[src/inc/dodt_pkg.sv]
// Shared constants, types and latency helpers for the termination pair.
// Assumes one command clock at 125 MHz shared by controller and memory.
package dodt_pkg;

	// ------------------------------------------------------------
	// Commands and states
	// ------------------------------------------------------------
	typedef enum logic [2:0]
	{
		DODT_NOP = 3'b000,
		DODT_WRITE = 3'b001,
		DODT_READ = 3'b010,
		DODT_MRS = 3'b011,
		DODT_SRE = 3'b100,
		DODT_SRX = 3'b101
	} dodt_cmd_e;

	typedef enum logic [1:0]
	{
		DODT_HIZ = 2'b00,
		DODT_RISE = 2'b01,
		DODT_FULL = 2'b10,
		DODT_FALL = 2'b11
	} dodt_term_st_e;

	// ------------------------------------------------------------
	// Mode register layout
	// ------------------------------------------------------------
	localparam logic [15:0] DODT_MR_RESET = 16'h0000;
	localparam logic [2:0] DODT_MR0_SEL = 3'h0;
	localparam logic [2:0] DODT_MR1_SEL = 3'h1;
	localparam logic [2:0] DODT_MR2_SEL = 3'h2;
	localparam int DODT_MR1_DLL_OFF = 0;
	localparam int DODT_WR_OTF_BIT = 12;
	localparam logic [1:0] DODT_BL_FIXED8 = 2'h0;
	localparam logic [1:0] DODT_BL_OTF = 2'h1;
	localparam logic [1:0] DODT_BL_FIXED4 = 2'h2;
	localparam logic [4:0] DODT_CL_BASE = 5'h04;
	localparam logic [4:0] DODT_CWL_BASE = 5'h05;
	localparam logic [4:0] DODT_LAT_OFFSET = 5'h02;

	// ------------------------------------------------------------
	// Cycle counts
	// ------------------------------------------------------------
	localparam logic [3:0] DODT_HIGH_SHORT = 4'h4;
	localparam logic [3:0] DODT_HIGH_LONG = 4'h6;
	localparam logic [3:0] DODT_STORE_CHOP = 4'h4;
	localparam logic [3:0] DODT_STORE_FULL = 4'h6;
	localparam logic [3:0] DODT_RD_DRIVE = 4'h6;
	localparam logic [4:0] DODT_RD_TAIL = 5'h05;
	localparam int DODT_CLK_PERIOD_PS = 8000;
	localparam int DODT_ON_WIN_MIN_PS = 200;
	localparam int DODT_ON_WIN_MAX_PS = 2000;
	localparam int DODT_OFF_WIN_MIN_PS = 200;
	localparam int DODT_OFF_WIN_MAX_PS = 2000;
	localparam logic [1:0] DODT_LVL_HIZ = 2'h0;
	localparam logic [1:0] DODT_LVL_PART = 2'h1;
	localparam logic [1:0] DODT_LVL_FULL = 2'h2;

	function automatic logic [3:0] dodt_min_cyc(input int ps);
		int c;
		c = (ps + DODT_CLK_PERIOD_PS - 1) / DODT_CLK_PERIOD_PS;
		if (c < 1)
		begin
			c = 1;
		end
		return c[3:0];
	endfunction : dodt_min_cyc

	function automatic logic [3:0] dodt_max_cyc(input int ps);
		int c;
		c = ps / DODT_CLK_PERIOD_PS;
		if (c < 1)
		begin
			c = 1;
		end
		return c[3:0];
	endfunction : dodt_max_cyc

	localparam logic [3:0] DODT_ON_MIN_CYC = dodt_min_cyc(DODT_ON_WIN_MIN_PS);
	localparam logic [3:0] DODT_ON_MAX_CYC = dodt_max_cyc(DODT_ON_WIN_MAX_PS);
	localparam logic [3:0] DODT_OFF_MIN_CYC =
		dodt_min_cyc(DODT_OFF_WIN_MIN_PS);
	localparam logic [3:0] DODT_OFF_MAX_CYC =
		dodt_max_cyc(DODT_OFF_WIN_MAX_PS);

	// ------------------------------------------------------------
	// Register map of the controller
	// ------------------------------------------------------------
	localparam logic [7:0] DODT_REG_CTRL = 8'h00;
	localparam logic [7:0] DODT_REG_CMD = 8'h04;
	localparam logic [7:0] DODT_REG_ADDR = 8'h08;
	localparam logic [7:0] DODT_REG_STATUS = 8'h0c;
	localparam logic [1:0] DODT_RESP_OKAY = 2'b00;
	localparam logic [1:0] DODT_RESP_SLVERR = 2'b10;

	// ------------------------------------------------------------
	// Latency helpers
	// ------------------------------------------------------------
	function automatic logic [4:0] dodt_cl(input logic [15:0] mr0);
		return {2'b00, mr0[6:4]} + DODT_CL_BASE;
	endfunction : dodt_cl

	function automatic logic [4:0] dodt_al(input logic [15:0] mr0,
		input logic [15:0] mr1);
		case (mr1[4:3])
			2'h1: return dodt_cl(mr0) - 5'h01;
			2'h2: return dodt_cl(mr0) - 5'h02;
			default: return 5'h00;
		endcase
	endfunction : dodt_al

	function automatic logic [4:0] dodt_cwl(input logic [15:0] mr2);
		return {2'b00, mr2[5:3]} + DODT_CWL_BASE;
	endfunction : dodt_cwl

	function automatic logic [4:0] dodt_term_lat(input logic [15:0] mr0,
		input logic [15:0] mr1, input logic [15:0] mr2);
		return dodt_al(mr0, mr1) + dodt_cwl(mr2) - DODT_LAT_OFFSET;
	endfunction : dodt_term_lat

	function automatic logic dodt_chop(input logic [15:0] mr0,
		input logic [15:0] addr);
		return (mr0[1:0] == DODT_BL_FIXED4) ||
			((mr0[1:0] == DODT_BL_OTF) && !addr[DODT_WR_OTF_BIT]);
	endfunction : dodt_chop

endpackage : dodt_pkg

[src/inc/dodt_if.sv]
// Command and termination pins from the controller to the memory.
// Assumes both ends run on the same command clock.
`timescale 1ns/1ps
`default_nettype none
interface dodt_if;
	logic term_control_pin;
	logic cmd_valid;
	dodt_pkg::dodt_cmd_e cmd;
	logic [2:0] bank;
	logic [15:0] addr;

	modport dev (input term_control_pin, cmd_valid, cmd, bank, addr);
	modport ctl (output term_control_pin, cmd_valid, cmd, bank, addr);
endinterface : dodt_if
`default_nettype wire

[src/rtl/dodt_ctl.sv]
// Controller end: AXI4-Lite registers, pin high-time and read spacing.
// Assumes software writes the command address before the command word.
//
// Added by the designer: the address map and the AXI4-Lite interface to the registers.
`timescale 1ns/1ps
`default_nettype none
module dodt_ctl
	import dodt_pkg::*;
(
	// Clock and reset
	input wire logic i_clk,
	input wire logic i_reset_n,
	// Pins to the memory
	dodt_if.ctl link,
	// AXI4-Lite write
	input wire logic [7:0] i_s_axi_awaddr,
	input wire logic i_s_axi_awvalid,
	output logic o_s_axi_awready,
	input wire logic [31:0] i_s_axi_wdata,
	input wire logic [3:0] i_s_axi_wstrb,
	input wire logic i_s_axi_wvalid,
	output logic o_s_axi_wready,
	output logic [1:0] o_s_axi_bresp,
	output logic o_s_axi_bvalid,
	input wire logic i_s_axi_bready,
	// AXI4-Lite read
	input wire logic [7:0] i_s_axi_araddr,
	input wire logic i_s_axi_arvalid,
	output logic o_s_axi_arready,
	output logic [31:0] o_s_axi_rdata,
	output logic [1:0] o_s_axi_rresp,
	output logic o_s_axi_rvalid,
	input wire logic i_s_axi_rready
);

	logic [7:0] awaddr_r;
	logic [31:0] wdata_r;
	logic [3:0] wstrb_r;
	logic do_wr;
	logic want_r;
	logic [15:0] addr_r;
	logic pend_r;
	dodt_cmd_e pcmd_r;
	logic [2:0] pbank_r;
	logic [15:0] paddr_r;
	logic [15:0] mr0_r;
	logic [15:0] mr1_r;
	logic [15:0] mr2_r;
	logic [3:0] hold_r;
	logic [3:0] hold_dec;
	logic [3:0] hold_wr;
	logic [4:0] low_cnt_r;
	logic [4:0] rd_busy_r;
	logic [4:0] rd_gap;
	logic pin_nxt;
	logic issue;

	function automatic logic [15:0] merge16(input logic [15:0] old,
		input logic [15:0] val, input logic [1:0] strb);
		return {strb[1] ? val[15:8] : old[15:8], strb[0] ? val[7:0] : old[7:0]};
	endfunction : merge16

	// ------------------------------------------------------------
	// AXI4-Lite slave
	// ------------------------------------------------------------
	assign do_wr = !o_s_axi_awready && !o_s_axi_wready && !o_s_axi_bvalid;

	always_ff @(posedge i_clk)
	begin
		if (!i_reset_n)
		begin
			o_s_axi_awready <= 1'b1;
			o_s_axi_wready <= 1'b1;
			o_s_axi_bvalid <= 1'b0;
			o_s_axi_bresp <= DODT_RESP_OKAY;
			awaddr_r <= 8'h00;
			wdata_r <= 32'h00000000;
			wstrb_r <= 4'h0;
		end
		else
		begin
			if (i_s_axi_awvalid && o_s_axi_awready)
			begin
				o_s_axi_awready <= 1'b0;
				awaddr_r <= i_s_axi_awaddr;
			end
			if (i_s_axi_wvalid && o_s_axi_wready)
			begin
				o_s_axi_wready <= 1'b0;
				wdata_r <= i_s_axi_wdata;
				wstrb_r <= i_s_axi_wstrb;
			end
			if (do_wr)
			begin
				o_s_axi_bvalid <= 1'b1;
				o_s_axi_bresp <= (awaddr_r == DODT_REG_CTRL ||
					awaddr_r == DODT_REG_CMD || awaddr_r == DODT_REG_ADDR ||
					awaddr_r == DODT_REG_STATUS) ? DODT_RESP_OKAY :
					DODT_RESP_SLVERR;
			end
			if (o_s_axi_bvalid && i_s_axi_bready)
			begin
				o_s_axi_bvalid <= 1'b0;
				o_s_axi_awready <= 1'b1;
				o_s_axi_wready <= 1'b1;
			end
		end
	end

	always_ff @(posedge i_clk)
	begin
		if (!i_reset_n)
		begin
			o_s_axi_arready <= 1'b1;
			o_s_axi_rvalid <= 1'b0;
			o_s_axi_rdata <= 32'h00000000;
			o_s_axi_rresp <= DODT_RESP_OKAY;
		end
		else if (i_s_axi_arvalid && o_s_axi_arready)
		begin
			o_s_axi_arready <= 1'b0;
			o_s_axi_rvalid <= 1'b1;
			o_s_axi_rresp <= DODT_RESP_OKAY;
			case (i_s_axi_araddr)
				DODT_REG_CTRL: o_s_axi_rdata <= {31'h0, want_r};
				DODT_REG_CMD: o_s_axi_rdata <= {26'h0, pbank_r, pcmd_r};
				DODT_REG_ADDR: o_s_axi_rdata <= {16'h0, addr_r};
				DODT_REG_STATUS: o_s_axi_rdata <= {27'h0,
					mr1_r[DODT_MR1_DLL_OFF], rd_busy_r != 5'h00,
					hold_r != 4'h0, link.term_control_pin, pend_r};
				default:
				begin
					o_s_axi_rdata <= 32'h00000000;
					o_s_axi_rresp <= DODT_RESP_SLVERR;
				end
			endcase
		end
		else if (o_s_axi_rvalid && i_s_axi_rready)
		begin
			o_s_axi_rvalid <= 1'b0;
			o_s_axi_arready <= 1'b1;
		end
	end

	// ------------------------------------------------------------
	// Software registers
	// ------------------------------------------------------------
	always_ff @(posedge i_clk)
	begin
		if (!i_reset_n)
		begin
			want_r <= 1'b0;
			addr_r <= 16'h0000;
		end
		else if (do_wr && awaddr_r == DODT_REG_CTRL && wstrb_r[0])
		begin
			want_r <= wdata_r[0];
		end
		else if (do_wr && awaddr_r == DODT_REG_ADDR)
		begin
			addr_r <= merge16(addr_r, wdata_r[15:0], wstrb_r[1:0]);
		end
	end

	// A command word written while one is pending is dropped
	always_ff @(posedge i_clk)
	begin
		if (!i_reset_n)
		begin
			pend_r <= 1'b0;
			pcmd_r <= DODT_NOP;
			pbank_r <= 3'h0;
			paddr_r <= 16'h0000;
		end
		else if (issue)
		begin
			pend_r <= 1'b0;
		end
		else if (do_wr && awaddr_r == DODT_REG_CMD && wstrb_r[0] && !pend_r)
		begin
			pend_r <= 1'b1;
			pcmd_r <= dodt_cmd_e'(wdata_r[2:0]);
			pbank_r <= wdata_r[5:3];
			paddr_r <= (wdata_r[2:0] == DODT_MRS &&
				wdata_r[5:3] == DODT_MR2_SEL &&
				mr1_r[DODT_MR1_DLL_OFF]) ?
				{addr_r[15:11], 2'b00, addr_r[8:0]} : addr_r;
		end
	end

	// ------------------------------------------------------------
	// Pin and command sequencing
	// ------------------------------------------------------------
	// Low time needed so termination is gone before read data
	assign rd_gap = (dodt_cwl(mr2_r) > dodt_cl(mr0_r)) ?
		dodt_cwl(mr2_r) - dodt_cl(mr0_r) + 5'h01 : 5'h01;
	assign issue = pend_r && (pcmd_r != DODT_READ ||
		(!link.term_control_pin && low_cnt_r >= rd_gap));
	assign pin_nxt = (link.term_control_pin && hold_r != 4'h0) ||
		(want_r && !(pend_r && pcmd_r == DODT_READ) &&
		rd_busy_r == 5'h00);
	assign hold_dec = (hold_r != 4'h0) ? hold_r - 4'h1 : 4'h0;
	assign hold_wr = (dodt_chop(mr0_r, paddr_r) ? DODT_HIGH_SHORT :
		DODT_HIGH_LONG) - 4'h1;

	always_ff @(posedge i_clk)
	begin
		if (!i_reset_n)
		begin
			hold_r <= 4'h0;
		end
		else if (pin_nxt && !link.term_control_pin)
		begin
			hold_r <= (issue && pcmd_r == DODT_WRITE &&
				hold_wr > DODT_HIGH_SHORT - 4'h1) ? hold_wr :
				DODT_HIGH_SHORT - 4'h1;
		end
		else if (issue && pcmd_r == DODT_WRITE && pin_nxt)
		begin
			hold_r <= (hold_wr > hold_dec) ? hold_wr : hold_dec;
		end
		else
		begin
			hold_r <= hold_dec;
		end
	end

	always_ff @(posedge i_clk)
	begin
		if (!i_reset_n)
		begin
			low_cnt_r <= 5'h00;
			rd_busy_r <= 5'h00;
		end
		else
		begin
			low_cnt_r <= link.term_control_pin ? 5'h00 :
				(low_cnt_r == 5'h1f ? low_cnt_r : low_cnt_r + 5'h01);
			if (issue && pcmd_r == DODT_READ)
			begin
				rd_busy_r <= dodt_al(mr0_r, mr1_r) + dodt_cl(mr0_r) +
					DODT_RD_TAIL;
			end
			else if (rd_busy_r != 5'h00)
			begin
				rd_busy_r <= rd_busy_r - 5'h01;
			end
		end
	end

	always_ff @(posedge i_clk)
	begin
		if (!i_reset_n)
		begin
			mr0_r <= DODT_MR_RESET;
			mr1_r <= DODT_MR_RESET;
			mr2_r <= DODT_MR_RESET;
		end
		else if (issue && pcmd_r == DODT_MRS)
		begin
			case (pbank_r)
				DODT_MR0_SEL: mr0_r <= paddr_r;
				DODT_MR1_SEL: mr1_r <= paddr_r;
				DODT_MR2_SEL: mr2_r <= paddr_r;
				default: mr0_r <= mr0_r;
			endcase
		end
	end

	always_ff @(posedge i_clk)
	begin
		if (!i_reset_n)
		begin
			link.term_control_pin <= 1'b0;
			link.cmd_valid <= 1'b0;
			link.cmd <= DODT_NOP;
			link.bank <= 3'h0;
			link.addr <= 16'h0000;
		end
		else
		begin
			link.term_control_pin <= pin_nxt;
			link.cmd_valid <= issue;
			link.cmd <= issue ? pcmd_r : DODT_NOP;
			link.bank <= pbank_r;
			link.addr <= paddr_r;
		end
	end

endmodule : dodt_ctl
`default_nettype wire

[src/flat_wrapper.sv]
// flat-port wrapper written by rule: the top's interface ports become plain ports
module dodt_ctl_flat import dodt_pkg::*;
  (i_clk, i_reset_n, i_s_axi_awaddr, i_s_axi_awvalid, o_s_axi_awready, i_s_axi_wdata, i_s_axi_wstrb, i_s_axi_wvalid, o_s_axi_wready, o_s_axi_bresp, o_s_axi_bvalid, i_s_axi_bready, i_s_axi_araddr, i_s_axi_arvalid, o_s_axi_arready, o_s_axi_rdata, o_s_axi_rresp, o_s_axi_rvalid, i_s_axi_rready, link_term_control_pin, link_cmd_valid, link_cmd, link_bank, link_addr);
  dodt_if link_i ();
  input wire logic i_clk;
  input wire logic i_reset_n;
  input wire logic [7:0] i_s_axi_awaddr;
  input wire logic i_s_axi_awvalid;
  output logic o_s_axi_awready;
  input wire logic [31:0] i_s_axi_wdata;
  input wire logic [3:0] i_s_axi_wstrb;
  input wire logic i_s_axi_wvalid;
  output logic o_s_axi_wready;
  output logic [1:0] o_s_axi_bresp;
  output logic o_s_axi_bvalid;
  input wire logic i_s_axi_bready;
  input wire logic [7:0] i_s_axi_araddr;
  input wire logic i_s_axi_arvalid;
  output logic o_s_axi_arready;
  output logic [31:0] o_s_axi_rdata;
  output logic [1:0] o_s_axi_rresp;
  output logic o_s_axi_rvalid;
  input wire logic i_s_axi_rready;
  output wire logic [$bits(link_i.term_control_pin)-1:0] link_term_control_pin;
  output wire logic [$bits(link_i.cmd_valid)-1:0] link_cmd_valid;
  output wire logic [$bits(link_i.cmd)-1:0] link_cmd;
  output wire logic [$bits(link_i.bank)-1:0] link_bank;
  output wire logic [$bits(link_i.addr)-1:0] link_addr;
  assign link_term_control_pin = link_i.term_control_pin;
  assign link_cmd_valid = link_i.cmd_valid;
  assign link_cmd = link_i.cmd;
  assign link_bank = link_i.bank;
  assign link_addr = link_i.addr;
  dodt_ctl u_core (.i_clk(i_clk), .i_reset_n(i_reset_n), .link(link_i), .i_s_axi_awaddr(i_s_axi_awaddr), .i_s_axi_awvalid(i_s_axi_awvalid), .o_s_axi_awready(o_s_axi_awready), .i_s_axi_wdata(i_s_axi_wdata), .i_s_axi_wstrb(i_s_axi_wstrb), .i_s_axi_wvalid(i_s_axi_wvalid), .o_s_axi_wready(o_s_axi_wready), .o_s_axi_bresp(o_s_axi_bresp), .o_s_axi_bvalid(o_s_axi_bvalid), .i_s_axi_bready(i_s_axi_bready), .i_s_axi_araddr(i_s_axi_araddr), .i_s_axi_arvalid(i_s_axi_arvalid), .o_s_axi_arready(o_s_axi_arready), .o_s_axi_rdata(o_s_axi_rdata), .o_s_axi_rresp(o_s_axi_rresp), .o_s_axi_rvalid(o_s_axi_rvalid), .i_s_axi_rready(i_s_axi_rready));
endmodule
[config.mk]
export PLATFORM = sky130hd
export DESIGN_NAME = dodt_ctl_flat
export DESIGN_NICKNAME = d
export VERILOG_FILES = /design/src/inc/dodt_pkg.sv /design/src/inc/dodt_if.sv /design/src/rtl/dodt_ctl.sv /design/src/flat_wrapper.sv
export SDC_FILE = /design/constraint.sdc
export NUM_CORES = 1
export LEC_CHECK = 0
export BUFFER_PORTS_ARGS = -buffer_cell sky130_fd_sc_hd__clkbuf_2
export CORE_MARGIN = 2
export CORE_UTILIZATION = 45
export DETAILED_ROUTE_END_ITERATION = 10
export PLACE_DENSITY = 0.64
export SKIP_CTS_REPAIR_TIMING = 1
export SYNTH_ARGS = -nofsm -noshare
export SYNTH_HDL_FRONTEND = slang
export SYNTH_SLANG_ARGS = --single-unit
[constraint.sdc]
create_clock -name i_clk -period 4 [get_ports i_clk]
set_clock_uncertainty 0.15 [all_clocks]
set_input_delay 0 -clock i_clk [delete_from_list [all_inputs] [get_ports i_clk]]
set_output_delay 0 -clock i_clk [all_outputs]
set_load 0.02 [all_outputs]
==> results.ini <==
[sta]
min_period_ns=3.38
finalSetupTns_ns=0
drv_slew=0
max_freq_mhz=296
whs_ns=-0.0147
worstMarginPinSlew_ns=0.756
maxSlewHeadroom=0.496
hold_viol=2
rsz0062_at_grt=no
final.period_utilization=0.845
setup_violations=0

[clock_tree]
clk_latency_ns=0.43
clk_pin_slew_ns=0.06
h-tree-depth=4
clock_sinks=138
cts-buffers-inserted=17
clock_path_buffers=2
cts_tree=yes
root_buffer=clkbuf_16

[die]
die_w_um=120
num_rows=42
ios=124
dieArea_um2=14500
fp.dieH_um=120
core_area_um2=13200
start_util=0.460

[global_routing]
use_met2=0.315
use_met1=0.256
grt_most_used_layer=met2
grtUsageTotal=0.196
grt-ovfl-total=0
grtUsageMet3=0.0448
first_global_vias=4617
grt_pass1_wl_um=22600
grt_max_degree=68
antenna_found_initial=0

[logic_synthesis]
yosys_most_used_dff=dfxtp_1
syn_area_um2=6090
yosys_warnings=0
yosysSeqAreaShare=0.453
synth.avg_cell_area_um2=8.86
async_flop_share=0
ys_types=55
synthCells=688
ys_seq_elements=138
synth-edff-count=0

[detailed_routing]
first_pass_iters=5
wirelength_um=14400
via_count=5080
wl_per_cell_um=14.4
via_per_inst=5.09
antenna_left=0
drt_iter0_markers=285
drc_errors=0

[layout]
stdcell_count=998
n_antenna_cell=0
syn2layout_area_growth_pct=26.1
final_area_um2=7680
layout-drive-gt1-share=0.164
nets=903

[worst_setup_path]
crit_top_cell=ha_1
crit_chain=ha_1, xnor2_1, ha_1, ha_1, a21o_1, a21oi_1, xor2_1, nand2_1, ha_1, nand2_1, nor3_1, a21o_1, mux2i_1
crit_type=register to register
slowest_stage=ha_1
end_kind=register
max_stage_delay_ns=0.38
cp_data_required_time_ns=4.19
critPathLaunchType=register
crit_fanout=5
worst_ep_arrival_time_ns=3.57

[pwr]
ir_drop_v=0.000252
total_power_w=0.00354
pwr_density_cell_nw_per_um2=461
p_leak_nw=3.37

[status]
status=finished with violations
violations=hold timing

[hold_path]
min_path_type=input port to register

[placed_design]
numPortBuffers=87
place_congestion=0.796
dpl.hpwl_um=9790
dpl_cell_area_um2=6570
placed_cells=921

[job]
maxCapViolations=0

[area by class of cell]
type,count,area (µm²)
repair buffers,136,916
clock inverters,12,210
fillers,1176,5560
flip-flops and latches,138,2760
well taps,176,220
multi-input cells,491,3020
clock buffers,20,457
inverters,25,93.8
[path summary, 6_finish.rpt]
check	from	endpoint	slack, ns	depth (start not counted)
max reg2reg	u_core.mr2_r[3]	u_core.rd_busy_r[4]	0.62	13
max	u_core.mr2_r[3]	u_core.rd_busy_r[4]	0.62	13
min	i_s_axi_araddr[0]	u_core.o_s_axi_rdata[5]	-0.01	6
min reg2reg	u_core.paddr_r[9]	u_core.link.addr[9]	0.30	1
[cell usage after synthesis (all sizes together), types with 16 or more instances]
| master | instances | area share |
|---|---|---|
| nand3 | 30 | 0.025 |
| o21ai | 31 | 0.025 |
| inv | 25 | 0.015 |
| and2 | 22 | 0.023 |
| a21oi | 46 | 0.038 |
| ha | 33 | 0.068 |
| buf | 23 | 0.028 |
| a22oi | 16 | 0.020 |
| nand2 | 93 | 0.057 |
| mux2i | 37 | 0.061 |
| dfxtp | 138 | 0.45 |
| nor2 | 71 | 0.044 |
| clkbuf | 28 | 0.017 |
[cells by family (layout without fill, tap and decap cells)]
kind of cell | Yosys count | after routing | synth area share
multiplexers | 40 | 40 | 0.0663
XOR/XNOR | 13 | 13 | 0.0187
buffers and inverters | 76 | 193 | 0.0610
flip-flops | 138 | 138 | 0.453
AO/OA/AOI/OAI | 115 | 115 | 0.112
other | 1 | 18 | 0.000615
AND/OR/NAND/NOR | 270 | 270 | 0.214
adder cells (fa/ha/maj) | 35 | 35 | 0.0743
[report_power, final]
part / switching, W / internal (W) / leakage (nW) / total [W]
combinational: 0.000176 / 0.000153 / 1.93 / 0.000329
clock: 0.000602 / 0.00115 / 0.322 / 0.00175
sequential: 0.0000441 / 0.00142 / 1.12 / 0.00146
total: 0.000822 / 0.00272 / 3.37 / 0.00354
[flip-flops by register name, indices dropped and copies added (netlist names), 2 cells and up]
register	count
u_core.addr_r	16
u_core.link.addr	16
u_core.o_s_axi_rdata	16
u_core.paddr_r	16
u_core.wdata_r	16
u_core.awaddr_r	8
u_core.low_cnt_r	5
u_core.mr0_r	5
u_core.rd_busy_r	5
u_core.hold_r	4
u_core.link.bank	3
u_core.link.cmd	3
u_core.mr1_r	3
u_core.mr2_r	3
u_core.pbank_r	3
u_core.pcmd_r	3
u_core.wstrb_r	2
[stage by stage]
stage                     setup WS, ns  hold WS, ns   util
final                            0.619      -0.0147  0.580
after detailed placement         0.673       0.0810  0.496
after global routing             0.416       0.0328  0.580
after floorplan                  0.813      -0.0496      -
after global placement           0.773       0.0681  0.496
after CTS                        0.622       -0.367  0.546
[per-layer routing]
layer	up-vias	routed length, µm
met4	0	221
li1	2557	-
met3	18	686
met1	2364	6580
met5	-	0
met2	141	6870
[worst max-delay path, delay by kind of cell, from the launching register on]
family / cells / cell delay [ns]
adder cells (fa/ha/maj): 4 / 1.23
flip-flops: 1 / 0.35
AO/OA/AOI/OAI: 3 / 0.64
XOR/XNOR: 2 / 0.30
multiplexers: 1 / 0.24
AND/OR/NAND/NOR: 3 / 0.39
[layout by cell type (no fill, tap or decap), types with 24 or more instances in the layout]
cell / Yosys / layout
dfxtp_1: 138 / 138
nand2_1: 93 / 93
clkbuf_2: 0 / 87
nor2_1: 71 / 71
a21oi_1: 46 / 46
dlygate4sd3_1: 0 / 45
mux2i_1: 37 / 37
ha_1: 33 / 33
nand3_1: 30 / 30
inv_1: 25 / 24
Power figures use the tool's default switching activity.
